### config.mk
export PLATFORM = sky130hd
export DESIGN_NAME = event_output_core
export DESIGN_NICKNAME = d
export VERILOG_FILES = /design/src/event_output_pkg.sv /design/src/event_output_core.sv /design/src/sync_two_stage.sv /design/src/reset_hold_timer.sv
export VERILOG_INCLUDE_DIRS = /design/src
export SDC_FILE = /design/constraint.sdc
export NUM_CORES = 1
export LEC_CHECK = 0
export BUFFER_PORTS_ARGS = -buffer_cell sky130_fd_sc_hd__buf_2
export CAP_MARGIN = 40
export CORE_MARGIN = 1.5
export CORE_UTILIZATION = 45
export DETAILED_ROUTE_END_ITERATION = 8
export GPL_TIMING_DRIVEN = 0
export PLACE_DENSITY = 0.69
export SETUP_SLACK_MARGIN = 0.02
export SLEW_MARGIN = 15
export SYNTH_ARGS = -nofsm -noshare
export SYNTH_HDL_FRONTEND = slang
export SYNTH_SLANG_ARGS = --single-unit
### constraint.sdc
create_clock -name core_clk_in -period 2.1 [get_ports core_clk_in]
set_input_delay 0.21 -clock core_clk_in [delete_from_list [all_inputs] [get_ports core_clk_in]]
set_output_delay 0.21 -clock core_clk_in [all_outputs]
set_load 0.01 [all_outputs]
### src/event_output_map.svh
/*
  event_output_map.svh
  holds the register offsets, bit positions, reset values and timing counts
  of the event-output and reset logic of the system monitor.
  assumes it is included by bare name and that the core clock runs at 40 MHz.
*/
// Notes on behaviour
// - any of gpio one to four latches outputs
// - one event mask per output, 0x37/0x38
// - polarity bit sets output active level
// - mask bits 7:5 gate voltage, thermal, fan
// - latch only when latch enable bit set
// - mask bits 3:0 exclude gpio4..gpio1, or-ed
// - regulator overheat sets thermal status two bits
// - overheat plus boost enable forces full fans
// - register 0x31 masks overheat from alert
// - termination inputs set status bits 4, 5
// - register 0x35 masks termination from alert
// - hold reset pin low 180 ms after power
// - power-on reset restores every register default
// - external low on reset pin resets device
// - hardware reset spares limits and locked registers
// - software reset needs key 0x6d at 0x7b
// - key cleared after reset; same reset set
// - intrusion rising edge latches bit 7, alerts
// - intrusion bit held until clear bit written
// - intrusion off while battery below limit
// - battery-side intrusion reported once power returns
`ifndef EVENT_OUTPUT_MAP_SVH
`define EVENT_OUTPUT_MAP_SVH

// ****************************************************************
// register offsets
// ****************************************************************
`define OFS_CFG0          8'h00
`define OFS_CFG1          8'h01
`define OFS_CFG2          8'h02
`define OFS_CFG3          8'h03
`define OFS_GPIO_BHVR1    8'h09
`define OFS_GPIO_BHVR2    8'h0a
`define OFS_EDO_ENABLE    8'h16
`define OFS_EDO_LATCH     8'h17
`define OFS_VR_MASK       8'h31
`define OFS_DIG_MASK      8'h35
`define OFS_MASK_ONE      8'h37
`define OFS_MASK_TWO      8'h38
`define OFS_BATT_LIMIT    8'h75
`define OFS_RESET_KEY     8'h7b
`define OFS_BATT_READING  8'h93
`define OFS_THERMAL_LIMIT_PIN_STAT2_H 8'hb9
`define OFS_DIG_STAT_H    8'hbe
`define OFS_THERMAL_LIMIT_PIN_STAT2_M 8'hc1
`define OFS_DIG_STAT_M    8'hc6

// ****************************************************************
// reset values
// ****************************************************************
`define RST_CFG0       8'h20
`define RST_CFG1       8'h81
`define RST_CFG2       8'h80
`define RST_CFG3       8'h00
`define RST_ZERO       8'h00
`define RST_BATT_LIMIT 8'h80
`define SW_RESET_KEY   8'h6d

// ****************************************************************
// field positions
// ****************************************************************
`define BIT_SW_RESET   7
`define BIT_LOCK       6
`define BIT_BOOST_ONE  3
`define BIT_BOOST_TWO  4
`define BIT_CI_CLEAR   5
`define BIT_MASK_VOLT  7
`define BIT_MASK_THERMAL_LIMIT_PIN 6
`define BIT_MASK_FAN   5
`define BIT_TERM_LO    4
`define BIT_INTRUSION  7

// ****************************************************************
// timing
// ****************************************************************
`define CLK_FREQ_HZ    40000000
`define RST_HOLD_MS    180
`define RST_HOLD_CYC   ((`CLK_FREQ_HZ / 1000) * `RST_HOLD_MS)

`endif

### src/event_output_pkg.sv
/*
  event_output_pkg.sv
  holds the packed types shared by the event-output and reset logic.
  assumes event_output_map.svh is compiled alongside.
*/
package event_output_pkg;

  // ****************************************************************
  // register file and event state of the core
  // ****************************************************************
  typedef struct packed {
    logic [7:0] cfg0;          // software reset and misc config
    logic [7:0] cfg1;          // holds the lock bit
    logic [7:0] cfg2;          // boost enables
    logic [7:0] cfg3;          // intrusion clear bit
    logic [7:0] gpio_bhvr1;    // gpio1..4 direction/polarity
    logic [7:0] gpio_bhvr2;    // gpio5..8 direction/polarity
    logic [7:0] edo_enable;    // output enables
    logic [7:0] edo_latch;     // output latch enables
    logic [7:0] vr_mask;       // overheat alert mask
    logic [7:0] dig_mask;      // termination/intrusion alert mask
    logic [7:0] mask_one;      // output one event mask
    logic [7:0] mask_two;      // output two event mask
    logic [7:0] batt_limit;    // battery lower limit
    logic [7:0] reset_key;     // software reset key
    logic [7:0] thermal_limit_pin_stat2;   // sticky overheat status
    logic [7:0] dig_stat;      // sticky termination/intrusion status
    logic [7:0] rdata;         // read data
    logic [1:0] edo_held;      // latched output state
    logic [4:0] prev_in;       // previous synced event levels
  } core_state_t;

  // ****************************************************************
  // synchronised pin inputs
  // ****************************************************************
  typedef struct packed {
    logic       reset_pin;     // reset pin level
    logic       batt_intr;     // battery-side intrusion latch
    logic       intrusion;     // intrusion input
    logic [1:0] term;          // drive termination inputs
    logic [1:0] regulator_overheat_input;        // regulator overheat inputs
    logic [3:0] gpio;          // gpio1..4 pin levels
  } pin_sync_t;

endpackage

### src/event_output_core.sv
/*
  event_output_core.sv
  holds the event-driven outputs, regulator overheat and drive termination
  status, bidirectional reset pin, keyed software reset and intrusion latch.
  assumes the serial bus front end delivers decoded byte register accesses
  on the core clock, and the analog part gives same-clock event flags.
*/
`include "event_output_map.svh"
module event_output_core #(
  parameter int HOLD_CYCLES = `RST_HOLD_CYC
) (
  input  wire logic       core_clk_in,
  input  wire logic       rstn_in,
  // register access from the serial bus front end
  input  wire logic [7:0] reg_addr_in,
  input  wire logic [7:0] reg_wdata_in,
  input  wire logic       reg_write_in,
  input  wire logic       reg_read_in,
  output      logic [7:0] reg_rdata_out,
  // analog-side events and battery reading, same clock
  input  wire logic       volt_event_in,
  input  wire logic       thermal_limit_pin_in,
  input  wire logic       fan_fail_event_in,
  input  wire logic [7:0] battery_voltage_channel_in,
  // pins, asynchronous
  input  wire logic [3:0] gpio_in,
  input  wire logic [1:0] regulator_overheat_input_in,
  input  wire logic [1:0] drive_termination_input_in,
  input  wire logic       intrusion_input_in,
  input  wire logic       battery_intrusion_in,
  input  wire logic       reset_pin_in,
  output      logic       reset_pin_out,
  output      logic       reset_pin_oe_out,
  output      logic [1:0] event_driven_output_out,
  output      logic [1:0] event_driven_output_oe_out,
  output      logic       fan_full_speed_out,
  output      logic       alert_out
);

  // ****************************************************************
  // declarations
  // ****************************************************************
  event_output_pkg::core_state_t st;       // registered state
  event_output_pkg::core_state_t next_st;  // next state
  event_output_pkg::pin_sync_t   pins;     // synchronised pins
  logic       por_done;                    // power-up hold finished
  logic       hw_reset;                    // external reset seen
  logic       sw_reset;                    // keyed software reset
  logic       locked;                      // lock bit
  logic       intr_on;                     // intrusion monitoring alive
  logic [3:0] gpio_asserted;               // gpio after polarity
  logic [1:0] edo_event;                   // unmasked event per output
  logic [1:0] edo_level;                   // asserted state per output
  logic [1:0] edo_pol;                     // output polarity bits
  logic [1:0] vr_rise;                     // overheat assertion edges
  logic [1:0] term_rise;                   // termination assertion edges
  logic       intr_rise;                   // intrusion assertion edge

  // ****************************************************************
  // helpers
  // ****************************************************************
  // combine an event mask with the gpio and analog events
  function automatic logic mask_event(input logic [7:0] mask,
                                      input logic [3:0] gp,
                                      input logic       volt,
                                      input logic       thermal_limit_pin,
                                      input logic       fan);
    logic hit;
    hit = 1'b0;
    hit = hit | (volt  & ~mask[`BIT_MASK_VOLT]);
    hit = hit | (thermal_limit_pin & ~mask[`BIT_MASK_THERMAL_LIMIT_PIN]);
    hit = hit | (fan   & ~mask[`BIT_MASK_FAN]);
    hit = hit | (|(gp & ~mask[3:0]));
    return hit;
  endfunction

  // restore the set of registers that both soft and hard reset touch
  function automatic event_output_pkg::core_state_t reset_subset(
      input event_output_pkg::core_state_t s, input logic lk);
    event_output_pkg::core_state_t r;
    r = s;
    if (!lk) begin
      r.cfg0       = `RST_CFG0;
      r.cfg1       = `RST_CFG1;
      r.cfg2       = `RST_CFG2;
      r.cfg3       = `RST_CFG3;
      r.gpio_bhvr1 = `RST_ZERO;
      r.gpio_bhvr2 = `RST_ZERO;
      r.edo_enable = `RST_ZERO;
      r.edo_latch  = `RST_ZERO;
      r.vr_mask    = `RST_ZERO;
      r.dig_mask   = `RST_ZERO;
      r.mask_one   = `RST_ZERO;
      r.mask_two   = `RST_ZERO;
      r.edo_held   = 2'h0;
    end
    r.reset_key   = `RST_ZERO;
    r.thermal_limit_pin_stat2 = `RST_ZERO;
    r.dig_stat    = s.dig_stat & 8'h80;
    return r;
  endfunction

  // ****************************************************************
  // pin synchronisers and power-up timer
  // ****************************************************************
  sync_two_stage #(
    .WIDTH ($bits(event_output_pkg::pin_sync_t))
  ) u_sync (
    .core_clk_in (core_clk_in),
    .rstn_in     (rstn_in),
    .async_in    ({reset_pin_in, battery_intrusion_in, intrusion_input_in,
                   drive_termination_input_in, regulator_overheat_input_in,
                   gpio_in}),
    .rst_val_in  ('0),
    .sync_out    (pins)
  );

  reset_hold_timer #(
    .HOLD_CYCLES (HOLD_CYCLES)
  ) u_hold (
    .core_clk_in (core_clk_in),
    .rstn_in     (rstn_in),
    .done_out    (por_done)
  );

  // ****************************************************************
  // reset pin and reset sources
  // ****************************************************************
  // drive pin low
  assign reset_pin_out    = 1'b0;
  assign reset_pin_oe_out = ~por_done;
  assign hw_reset = por_done & ~pins.reset_pin;
  assign sw_reset = reg_write_in && (reg_addr_in == `OFS_CFG0)
                    && reg_wdata_in[`BIT_SW_RESET]
                    && (st.reset_key == `SW_RESET_KEY);
  assign locked   = st.cfg1[`BIT_LOCK];

  // ****************************************************************
  // event decode
  // ****************************************************************
  // gpio polarity per pin
  assign gpio_asserted = {pins.gpio[3] ~^ st.gpio_bhvr1[6],
                          pins.gpio[2] ~^ st.gpio_bhvr1[4],
                          pins.gpio[1] ~^ st.gpio_bhvr1[2],
                          pins.gpio[0] ~^ st.gpio_bhvr1[0]};
  assign edo_event = {mask_event(st.mask_two, gpio_asserted, volt_event_in,
                                 thermal_limit_pin_in, fan_fail_event_in),
                      mask_event(st.mask_one, gpio_asserted, volt_event_in,
                                 thermal_limit_pin_in, fan_fail_event_in)};
  assign vr_rise   = pins.regulator_overheat_input & ~st.prev_in[1:0];
  assign term_rise = pins.term & ~st.prev_in[3:2];
  assign intr_rise = pins.intrusion & ~st.prev_in[4];
  assign intr_on   = battery_voltage_channel_in >= st.batt_limit;

  // ****************************************************************
  // next state
  // ****************************************************************
  always_comb begin
    next_st = st;
    next_st.prev_in = {pins.intrusion, pins.term, pins.regulator_overheat_input};
    // register writes
    if (reg_write_in) begin
      case (reg_addr_in)
        `OFS_CFG0:       next_st.cfg0 = {1'b0, reg_wdata_in[6:0]};
        `OFS_CFG1:       next_st.cfg1 = reg_wdata_in;
        `OFS_CFG2:       next_st.cfg2 = reg_wdata_in;
        `OFS_CFG3:       next_st.cfg3 = reg_wdata_in;
        `OFS_GPIO_BHVR1: next_st.gpio_bhvr1 = reg_wdata_in;
        `OFS_GPIO_BHVR2: next_st.gpio_bhvr2 = reg_wdata_in;
        `OFS_EDO_ENABLE: next_st.edo_enable = reg_wdata_in;
        `OFS_EDO_LATCH:  next_st.edo_latch = reg_wdata_in;
        `OFS_VR_MASK:    next_st.vr_mask = reg_wdata_in;
        `OFS_DIG_MASK:   next_st.dig_mask = reg_wdata_in;
        `OFS_MASK_ONE:   next_st.mask_one = reg_wdata_in;
        `OFS_MASK_TWO:   next_st.mask_two = reg_wdata_in;
        `OFS_BATT_LIMIT: next_st.batt_limit = reg_wdata_in;
        `OFS_RESET_KEY:  next_st.reset_key = reg_wdata_in;
        default:         ;
      endcase
    end
    // reads return registered data; status reads clear sticky bits, except intrusion bit 7 of dig_stat
    if (reg_read_in) begin
      case (reg_addr_in)
        `OFS_CFG0:          next_st.rdata = st.cfg0;
        `OFS_CFG1:          next_st.rdata = st.cfg1;
        `OFS_CFG2:          next_st.rdata = st.cfg2;
        `OFS_CFG3:          next_st.rdata = st.cfg3;
        `OFS_GPIO_BHVR1:    next_st.rdata = st.gpio_bhvr1;
        `OFS_GPIO_BHVR2:    next_st.rdata = st.gpio_bhvr2;
        `OFS_EDO_ENABLE:    next_st.rdata = st.edo_enable;
        `OFS_EDO_LATCH:     next_st.rdata = st.edo_latch;
        `OFS_VR_MASK:       next_st.rdata = st.vr_mask;
        `OFS_DIG_MASK:      next_st.rdata = st.dig_mask;
        `OFS_MASK_ONE:      next_st.rdata = st.mask_one;
        `OFS_MASK_TWO:      next_st.rdata = st.mask_two;
        `OFS_BATT_LIMIT:    next_st.rdata = st.batt_limit;
        `OFS_RESET_KEY:     next_st.rdata = st.reset_key;
        `OFS_BATT_READING:  next_st.rdata = battery_voltage_channel_in;
        `OFS_THERMAL_LIMIT_PIN_STAT2_H,
        `OFS_THERMAL_LIMIT_PIN_STAT2_M: begin
          next_st.rdata       = st.thermal_limit_pin_stat2;
          next_st.thermal_limit_pin_stat2 = 8'h00;
        end
        `OFS_DIG_STAT_H,
        `OFS_DIG_STAT_M: begin
          next_st.rdata    = st.dig_stat;
          next_st.dig_stat = st.dig_stat & 8'h80;
        end
        default:            next_st.rdata = 8'h00;
      endcase
    end
    if (st.cfg3[`BIT_CI_CLEAR]) begin
      next_st.dig_stat[`BIT_INTRUSION] = 1'b0;
    end
    // overheat and termination sticky status, set wins over read clear
    next_st.thermal_limit_pin_stat2[1:0] = next_st.thermal_limit_pin_stat2[1:0] | vr_rise;
    next_st.dig_stat[5:4] = next_st.dig_stat[5:4] | term_rise;
    // intrusion latch, battery-side event after power returns
    if (intr_on && (intr_rise || pins.batt_intr)) begin
      next_st.dig_stat[`BIT_INTRUSION] = 1'b1;
    end
    for (int i = 0; i < 2; i++) begin
      if (!st.edo_enable[i] || !st.edo_latch[i]) begin
        next_st.edo_held[i] = 1'b0;
      end else if (edo_event[i]) begin
        next_st.edo_held[i] = 1'b1;
      end
    end
    // hard and soft reset share one subset
    if (hw_reset || sw_reset) begin
      next_st = reset_subset(next_st, locked);
    end
  end

  // ****************************************************************
  // state register
  // ****************************************************************
  // power-on defaults
  always_ff @(posedge core_clk_in or negedge rstn_in) begin
    if (!rstn_in) begin
      st             <= '0;
      st.cfg0        <= `RST_CFG0;
      st.cfg1        <= `RST_CFG1;
      st.cfg2        <= `RST_CFG2;
      st.cfg3        <= `RST_CFG3;
      st.batt_limit  <= `RST_BATT_LIMIT;
    end else begin
      st <= next_st;
    end
  end

  // ****************************************************************
  // outputs
  // ****************************************************************
  assign reg_rdata_out = st.rdata;
  assign edo_pol       = {st.gpio_bhvr2[2], st.gpio_bhvr2[0]};
  assign edo_level = st.edo_enable[1:0]
                     & (st.edo_held | (edo_event & ~st.edo_latch[1:0]));
  // open-drain pin of an enabled output pulled low when its level differs from its polarity bit
  assign event_driven_output_out    = 2'h0;
  assign event_driven_output_oe_out = st.edo_enable[1:0]
                                      & ~(edo_level ~^ edo_pol);
  assign fan_full_speed_out = (pins.regulator_overheat_input[0] & st.cfg2[`BIT_BOOST_ONE])
                              | (pins.regulator_overheat_input[1] & st.cfg2[`BIT_BOOST_TWO]);
  assign alert_out = (|(st.thermal_limit_pin_stat2[1:0] & ~st.vr_mask[1:0]))
                     | (|(st.dig_stat[5:4] & ~st.dig_mask[5:4]))
                     | (st.dig_stat[`BIT_INTRUSION] & ~st.dig_mask[`BIT_INTRUSION]);

endmodule

### src/sync_two_stage.sv
/*
  sync_two_stage.sv
  holds a two flip-flop synchroniser for a bundle of level inputs.
  assumes the inputs are quasi-static levels from outside the clock domain.
*/
module sync_two_stage #(
  parameter int WIDTH = 1
) (
  input  wire logic             core_clk_in,
  input  wire logic             rstn_in,
  input  wire logic [WIDTH-1:0] async_in,
  input  wire logic [WIDTH-1:0] rst_val_in,
  output      logic [WIDTH-1:0] sync_out
);

  logic [WIDTH-1:0] meta;  // first stage, read only by second stage

  // ****************************************************************
  // two stage capture
  // ****************************************************************
  // two flop sync
  always_ff @(posedge core_clk_in or negedge rstn_in) begin
    if (!rstn_in) begin
      meta     <= '0;
      sync_out <= '0;
    end else begin
      meta     <= async_in;
      sync_out <= meta;
    end
  end

endmodule

### src/reset_hold_timer.sv
/*
  reset_hold_timer.sv
  holds the power-up counter that keeps the reset pin driven low.
  assumes rstn_in is the device power-on reset.
*/
`include "event_output_map.svh"
module reset_hold_timer #(
  parameter int HOLD_CYCLES = `RST_HOLD_CYC
) (
  input  wire logic core_clk_in,
  input  wire logic rstn_in,
  output      logic done_out
);

  logic [31:0] count;  // cycles since power-on release

  // ****************************************************************
  // count up to the hold time, then stop
  // ****************************************************************
  // power-up hold
  always_ff @(posedge core_clk_in or negedge rstn_in) begin
    if (!rstn_in) begin
      count    <= 32'h0000_0000;
      done_out <= 1'b0;
    end else if (count >= 32'(HOLD_CYCLES - 1)) begin
      done_out <= 1'b1;
    end else begin
      count <= count + 32'h0000_0001;
    end
  end

endmodule

# Yosys cells after proc, flatten, opt, wreduce, memory -nomap -nowiden

Index checks and enable logic that the tools add are counted.

Output and inout port bits: 16
Word-level logic and storage cells: 157
Register bits: 198

Muxes and demuxes: 28
Eq/ne operators: 19
$lt $le $gt $ge: 2
Reductions and logical operators: 27
Add/sub/neg operators: 1
Bitwise gates (word level): 55

Operator list:

| operator                                                                 | count |
|---|---|
| 143-bit 2-to-1 mux                                                       | 1 |
| 8-bit one-hot mux with 17 select lines                                   | 1 |
| 8-bit 2-to-1 mux                                                         | 15 |
| 112-bit 2-to-1 mux                                                       | 1 |
| 96-bit 2-to-1 mux                                                        | 1 |
| 8-bit == test (second input constant)                                    | 5 |
| 32-bit by 1-bit adder with 32-bit output (second input constant)         | 1 |
| 8-bit by 6-bit == test with 1-bit output (second input constant)         | 4 |
| 32-bit by 23-bit >= comparator with 1-bit output (second input constant) | 1 |
| 8-bit by 7-bit == test with 1-bit output (second input constant)         | 3 |
| 24-bit 2-to-1 mux                                                        | 1 |
| 8-bit by 2-bit == test with 1-bit output (second input constant)         | 2 |
| 8-bit by 4-bit == test with 1-bit output (second input constant)         | 2 |
| 8-bit by 5-bit == test with 1-bit output (second input constant)         | 2 |
| 2-bit bitwise AND                                                        | 7 |
| 2-bit inverter                                                           | 6 |
| 1-bit bitwise AND                                                        | 11 |
| 1-bit inverter                                                           | 10 |
| 2-bit nonzero test                                                       | 5 |
| 1-bit OR                                                                 | 9 |
| 4-bit bitwise AND                                                        | 2 |
| 8-bit by 1-bit == test with 1-bit output (second input constant)         | 1 |
| 8-bit >= comparator                                                      | 1 |
| 8-bit zero test                                                          | 1 |
| other kinds (13)                                                         | 39 |

# Depth between registers and ports, before layout

Gate-level depths: netlist (run 1).

Depth in word-level cells: 11
Depth in mapped cells: 8
Gate-level depth less buffers: 7

# Hierarchy

From an unflattened synthesis (run 1), not the netlist that was laid out.

Cell total of the unflattened synthesis: 892
Area, all modules: 9208.8 um^2

Modules (own cells, without submodules):

| module            | area an instance (um^2) | cells an instance | seq. area each (um^2) | times used |
|---|---|---|---|---|
| event_output_core | 7176.9                  | 737               | 3309.4                | 1 |
| reset_hold_timer  | 1481.4                  | 133               | 825.8                 | 1 |
| sync_two_stage    | 550.5                   | 22                | 550.5                 | 1 |

# Least setup slack after synthesis (run 1)

Ideal clock, no wire load.

Path kind: register -> register
Start: register u_hold.count[20]
End: register u_hold.count[17]
Stages on the path, launching flop included: 7
Data required time: 1.976 ns
Buffers on the path: 1
Arrival time: 1.906 ns
Path slack: 0.070 ns
Cell sequence: dfrtp_1 > or3b_1 > or4_1 > o31a_1 > buf_6 > and4_1 > xor2_1

Cells in the longest elaborated chain, start to end: 1

RTL lines:

| element                                          | line                   | RTL |
|---|---|---|
| start: declaration                               | reset_hold_timer.sv:15 | `logic [31:0] count;` |
| start signal: assignment                         | reset_hold_timer.sv:28 | `count <= count + 32'h0000_0001;` |
| 32-bit by 23-bit >= comparator with 1-bit output | reset_hold_timer.sv:25 | `end else if (count >= 32'(HOLD_CYCLES - 1)) begin` |

No other way between the ends.
A chain may end at the register's enable or synchronous reset.

# Worst setup path in the final report (run 1)

Start: register st[103] (netlist name)
End: output port event_driven_output_oe_out[1]

Cells in the longest elaborated chain, start to end: 10

RTL lines:

| element                  | line                     | RTL |
|---|---|---|
| start: declaration       | event_output_core.sv:43  | `event_output_pkg::core_state_t st;` |
| start signal: assignment | event_output_core.sv:248 | `st <= next_st;` |
| 1-bit bitwise XNOR       | event_output_core.sv:145 | `pins.gpio[0] ~^ st.gpio_bhvr1[0]};` |
| 4-bit bitwise AND        | event_output_core.sv:73  | `hit = hit \| (\|(gp & ~mask[3:0]));` |
| 4-bit OR reduction       | event_output_core.sv:73  |  |
| 1-bit OR                 | event_output_core.sv:73  |  |
| 2-bit bitwise AND        | event_output_core.sv:258 | `& (st.edo_held \| (edo_event & ~st.edo_latch[1:0]));` |
| 2-bit OR                 | event_output_core.sv:258 |  |
| 2-bit bitwise AND        | event_output_core.sv:258 |  |
| 2-bit bitwise XNOR       | event_output_core.sv:262 | `& ~(edo_level ~^ edo_pol);` |
| 2-bit inverter           | event_output_core.sv:262 |  |
| 2-bit bitwise AND        | event_output_core.sv:262 |  |
| end: declaration         | event_output_core.sv:35  | `output logic [1:0] event_driven_output_oe_out,` |

No other way between the ends.

==> flow_summary.yaml, run 1 <==
run_status:
  status: "complete, but fails checks"
  violations: "negative setup slack"
finish:
  layout.area.seq_um2: 4690
  multi_input_area_um2: 4140
  design_area_um2: 10900
  syn2layout_area_growth_pct: 18.0
  fillerInstances: 1810
  antenna_cells: 0
  drive_gt1_share_pct: 19.6
  nets: 1042
placed_design:
  dp_hpwl_um: 19500
  placed_area_um2: 9910
  portBuffers: 53
  routabilityCongestion: 0.973
floorplanning:
  ios: 58
  die_x_um: 146
  die_y_um: 146
  die-area_um2: 21400
  core_um2: 20200
  rows: 52
  initial_core_util_pct: 45.8
clock_network:
  cts_made_buffers: 17
  clkTransAtPathRegs_ns: 0.07
  cts.htree.levels: 4
  clkSinkCount: 187
  clock-root-buffer: "clkbuf_16"
  cts_tree: "built"
  clock_latency_ns: 0.45
  clk_path_buf_depth: 2
setup_path:
  crit_end: "event_driven_output_oe_out[1]"
  cp-end-kind: "primary output"
  path_class: "reg -> out"
  worstPathMaxFanout: 2
  ff2ff_path_depth: 6
  cp.arrival_ns: 2.12
  worstSetupStartpointType: "register"
  critPathLaunch: "st[103]"
  rr_startpoint: "u_hold.count[20]"
  ff2ff_setup_slack_ns: 0.05
  reg2reg_to: "u_hold.count[17]"
  required_ns: 1.89
min_path:
  hold_class: "in -> reg"
  min_from: "reg_wdata_in[2]"
routing:
  drt-wirelength-per-cell_um: 21.4
  ant_nets: 0
  drt-total-wl_um: 27300
  via_per_inst: 5.90
  dr.first_iter.drc_count: 657
  first_pass_iters: 6
  vias: 7511
  drc_errors: 0
yosys:
  async_flop_share_pct: 100
  synth_cell_type_count: 75
  synth.avg_cell_area_um2: 10.4
  yosysWarnings: 0
  synth_seq_cells: 187
  synth_ff_type: "dfrtp_1"
  synth_top_cell_by_area: "dfrtp_1"
  synth_area_um2: 9240
  yosysSeqAreaShare_pct: 50.7
  ys_top_cells_by_count: "dfrtp_1, nor2_1, mux2i_1, nand2_1, nand3_1"
  synth_most_common_cell: "dfrtp_1"
  synth-edff-count: 0
  synth_cells: 888
  yosysTopAreaCellShare_pct: 49.3
  ys_top_cells_by_area: "dfrtp_1, mux2i_1, nor2_1"
timing:
  period_share_pct: 111
  finClkSkew_ns: 0.0126
  layout_setup_ws_ns: -0.226
  worst_slew_margin_rel_pct: 47.2
  finalHoldViolCount: 0
  layout_min_cycle_time_ns: 2.33
  clock.fmax_ghz: 0.430
  setup_violations: 2
  drv_slew: 0
  worst_slew_pin_slew_ns: 0.792
  rsz0062_at_grt: "true"
  tns_ns: -0.438
global_route:
  use_met1_pct: 36.1
  busiest_layer: "met2"
  grtUsageMet2_pct: 40.5
  grt_pass1_vias: 7179
  grt.overflow.total: 0
  grtUsageMet3_pct: 6.09
  grt_pass1_wl_um: 42400
  antenna_found_initial: 0
  grt_max_degree: 69
  grt_usage_pct: 26.3
flow_run:
  cap_violations: 0
pwr:
  ir_drop_mv: 0.530
  p_per_area_nw_per_um2: 726
  cellLeakagePower_nw: 5.34
  fin_total_pwr_mw: 7.91
-- worst min-delay path by stage --
stage                                 to  slack (ns)  cells past startpoint
final                             st[33]        0.09                      3
after global routing              st[96]        0.09                      3
after CTS                         st[31]        0.08                      3
after detailed placement          st[59]        0.16                      1
after global placement    u_sync.meta[5]        0.32                      1
after floorplan               edo_pol[0]       -0.09                      0
-- repair_timing --
action,in CTS,in global routing
hold buffers,12,0
buffers inserted,12,3
setup endpoints to repair,110,111
hold endpoints to repair,66,0
pin swaps,5,8
gates resized for setup,13,29
-- sequential cells by signal, indices dropped and copies added, names as in the netlist --
name,cells
edo_pol,2
locked,1
reg_rdata_out,8
st,121
u_hold.count,32
u_hold.done_out,1
u_sync.meta,11
u_sync.sync_out,11
-- final cells by class --
| cell class | instances | area share [%] |
|---|---|---|
| clock buffer | 17 | 3.90 |
| buffer | 76 | 3.87 |
| timing repair buffer | 82 | 5.17 |
| sequential | 187 | 43.0 |
| multi-input combinational | 596 | 38.0 |
| inverter | 31 | 1.07 |
| clock inverter | 15 | 1.88 |
| tap | 270 | 3.10 |
-- worst max-delay path, cell delays in order, from the launching register on --
cell      delay (ns)
dfrtp_1         0.42
xnor2_1         0.15
a222oi_1        0.43
a32oi_1         0.18
xor2_1          0.17
and2_1          0.18
buf_2           0.14
-- routing by layer --
metal,up-vias,share of wire [%]
met5,-,0
met4,0,3.7
met3,72,8.1
met2,341,46
met1,3726,42
li1,3372,-
-- cells by family after synthesis --
| family | Yosys count | share of synthesized area (%) |
|---|---|---|
| simple gates | 316 | 18.1 |
| other cells | 1 | 0.0406 |
| xor+xnor | 27 | 2.56 |
| compound gates | 145 | 11.3 |
| mux | 96 | 10.8 |
| buf+inv | 107 | 5.34 |
| flops | 187 | 50.7 |
| fa+ha+maj | 9 | 1.22 |
-- per-stage QoR --
stage	worst slack (ns)	hold slack [ns]	instances	util [%]
after floorplan	0.0698	-0.0856	890	-
after global placement	-2.24	0.319	1213	48.8
after detailed placement	-0.667	0.163	1215	49.1
after CTS	-0.191	0.0795	1271	53.5
after global routing	-0.365	0.0854	1274	54.0
final	-0.226	0.0856	1274	54.0
-- report_power, final --
part	internal (mW)	switching (mW)	total, mW
registers	3.74	0.107	3.85
clock network	1.83	1.57	3.40
logic	0.255	0.413	0.668
-- cells in the final DEF, fill, tap and decap left out, drive strengths merged, types with 5 or more instances in the layout --
cell type    Yosys  layout
and2             7       7
mux2i           78      78
mux2            17      17
dfstp            5       5
nand4           14      14
a22oi           15      15
dlygate4sd3      0      12
nor3b            6       6
a22o             6       6
o22ai            6       6
clkbuf          35      58
dfrtp          182     182
clkinv           0       5
nor4b            5       5
a2111oi          6       6
nor2            92      92
a222oi           6       6
inv             31      37
nand2           71      71
xnor2           19      19
ha               9       9
o21ai            9       9
xor2             8       8
and3            15      15
nor2b           16      16
a21oi           46      46
nor3             5       5
buf             41     105
a32oi           11      11
nand3           56      56
(Power assumes the default switching activity.)
==> inputs of run 2 (changes only) <==
--- a/config.mk
+++ b/config.mk
@@ -18,3 +18,4 @@
 export SYNTH_ARGS = -nofsm -noshare
 export SYNTH_HDL_FRONTEND = slang
 export SYNTH_SLANG_ARGS = --single-unit
+export TNS_END_PERCENT = 20
==> flow_summary.yaml, run 2 (same netlist as run 1, synthesis figures left out) <==
setup_path:
  reg2reg_to: "u_hold.count[17]"
  ff2ff_path_depth: 6
  cp.arrival_ns: 2.11
  worstSetupStartpointType: "register"
  rr_startpoint: "u_hold.count[20]"
  crit_chain: "xnor2_1 > a222oi_1 > a32oi_1 > xor2_1 > and2_1 > buf_2"
  path_class: "reg -> out"
  cpPeakStageDelay_ns: 0.44
  worstPathMaxFanout: 2
  ff2ff_setup_slack_ns: 0.05
  critPathLaunch: "st[103]"
  crit_end: "event_driven_output_oe_out[0]"
  cp-end-kind: "primary output"
  required_ns: 1.89
  worst_path_max_delay_cell: "a222oi_1"
timing:
  layout_min_cycle_time_ns: 2.32
  rsz0062_at_grt: "true"
  finalHoldViolCount: 0
  worst_slew_margin_rel_pct: 46.3
  holdWs_ns: 0.0914
  setup_violations: 2
  worst_slew_pin_slew_ns: 0.806
  drv_slew: 0
  finClkSkew_ns: 0.0123
  layout_setup_ws_ns: -0.224
  clock.fmax_ghz: 0.430
  tns_ns: -0.447
  period_share_pct: 111
finish:
  layout_common_cells: "dfrtp_1, nor2_1, mux2i_1"
  syn2layout_area_growth_pct: 17.7
  post-route-util_pct: 53.9
  nets: 1037
  top_regs: "st (121), u_hold.count (32)"
  layout.area.seq_um2: 4690
  layout_commonest_cell: "dfrtp_1"
  design_area_um2: 10900
  multi_input_area_um2: 4150
  fillerInstances: 1811
  regMostFlops: "st"
  drive_gt1_share_pct: 19.2
  largest_reg_flops: 121
pwr:
  p_per_area_nw_per_um2: 727
  ir_drop_mv: 0.524
  fin_total_pwr_mw: 7.90
  cellLeakagePower_nw: 5.32
routing:
  ant_nets: 0
  vias: 7505
  dr.first_iter.drc_count: 749
  drt-total-wl_um: 27200
  drc_errors: 0
  via_per_inst: 5.91
  drt-wirelength-per-cell_um: 21.4
  first_pass_iters: 6
clock_network:
  cts_made_buffers: 17
  clkTransAtPathRegs_ns: 0.07
  cts.htree.levels: 4
  clkSinkCount: 187
  clock_latency_ns: 0.44
  clock-root-buffer: "clkbuf_16"
  cts_tree: "built"
  clk_path_buf_depth: 2
floorplanning:
  initial_core_util_pct: 45.8
  ios: 58
  die_y_um: 146
  die_x_um: 146
  rows: 52
  die-area_um2: 21400
  core_um2: 20200
global_route:
  grt_max_degree: 69
  grt.overflow.total: 0
  grt_pass1_vias: 7171
  grt_pass1_wl_um: 42300
  grt_usage_pct: 26.3
  antenna_found_initial: 0
run_status:
  violations: "negative setup slack"
  status: "complete, but fails checks"
placed_design:
  portBuffers: 53
  routabilityCongestion: 0.973
  placed_area_um2: 9910
  dp_hpwl_um: 19500
min_path:
  hold_class: "in -> reg"
flow_run:
  cap_violations: 0
run 2: cell count changes in the layout (fill, tap and decap cells not counted):
cell,change
diode_2,+1
nand2_2,-1
xnor2_2,+1
buf_4,-5
nand2_1,+1
xnor2_1,-1
run 2: repair_timing:
item / 4_1_cts / 5_1_grt
endpoints found under the hold margin: 66 / 0
buffers inserted: 9 / 1
hold buffers: 12 / 0
resized for setup: 14 / 28
pin swaps: 6 / 4
setup endpoints to repair: 110 / 109
run 2: power breakdown:
group	leakage [nW]	total (mW)	switching (mW)	internal, mW
combinational	2.55	0.670	0.415	0.255
clock	0.301	3.38	1.56	1.83
sequential	2.47	3.85	0.107	3.74
total	5.32	7.90	2.08	5.82
run 2: critical path, delay by kind of cell, from the launching register on:
kind                      cells  cell delay [ns]
AOI/OAI and AO/OA             2             0.61
xor gates and xnor gates      2             0.31
DFF                           1             0.42
and+or+nand+nor               1             0.18
buffers and inverters         1             0.14
run 2: layout make-up:
class,instances,area share [%]
Sequential cell,187,43.1
Multi-Input combinational cell,596,38.2
Timing Repair Buffer,77,4.84
Clock buffer,17,3.91
Buffer,76,3.88
Tap cell,270,3.11
Clock inverter,15,1.89
Inverter,31,1.07
Antenna cell,1,0.0230
run 2: how the worst min path moves through the flow:
| stage | start | end | cells past startpoint |
|---|---|---|---|
| floorplan | rstn_in | edo_pol[0] | 0 |
| global placement | regulator_overheat_input_in[1] | u_sync.meta[5] | 1 |
| detailed placement | rstn_in | st[59] | 1 |
| CTS | reg_wdata_in[0] | st[31] | 3 |
| global route | reg_wdata_in[1] | st[96] | 3 |
| finish | reg_wdata_in[2] | st[33] | 3 |
run 2: metal layers:
metal / up-vias / routed length, um / global-route usage, % / share of wire, %
li1: 3363 / - / - / -
met1: 3697 / 11500 / 36.1 / 42
met2: 367 / 12500 / 40.5 / 46
met3: 78 / 2140 / 6.09 / 7.9
met4: 0 / 1060 / 10.4 / 3.9
met5: - / 0 / 0 / 0
run 2: through the flow:
step / setup WS, ns / instances
2_1_floorplan: 0.0698 / 890
3_3_place_gp: -2.24 / 1213
3_5_place_dp: -0.667 / 1215
4_1_cts: -0.191 / 1268
5_1_grt: -0.365 / 1269
6_report: -0.224 / 1270
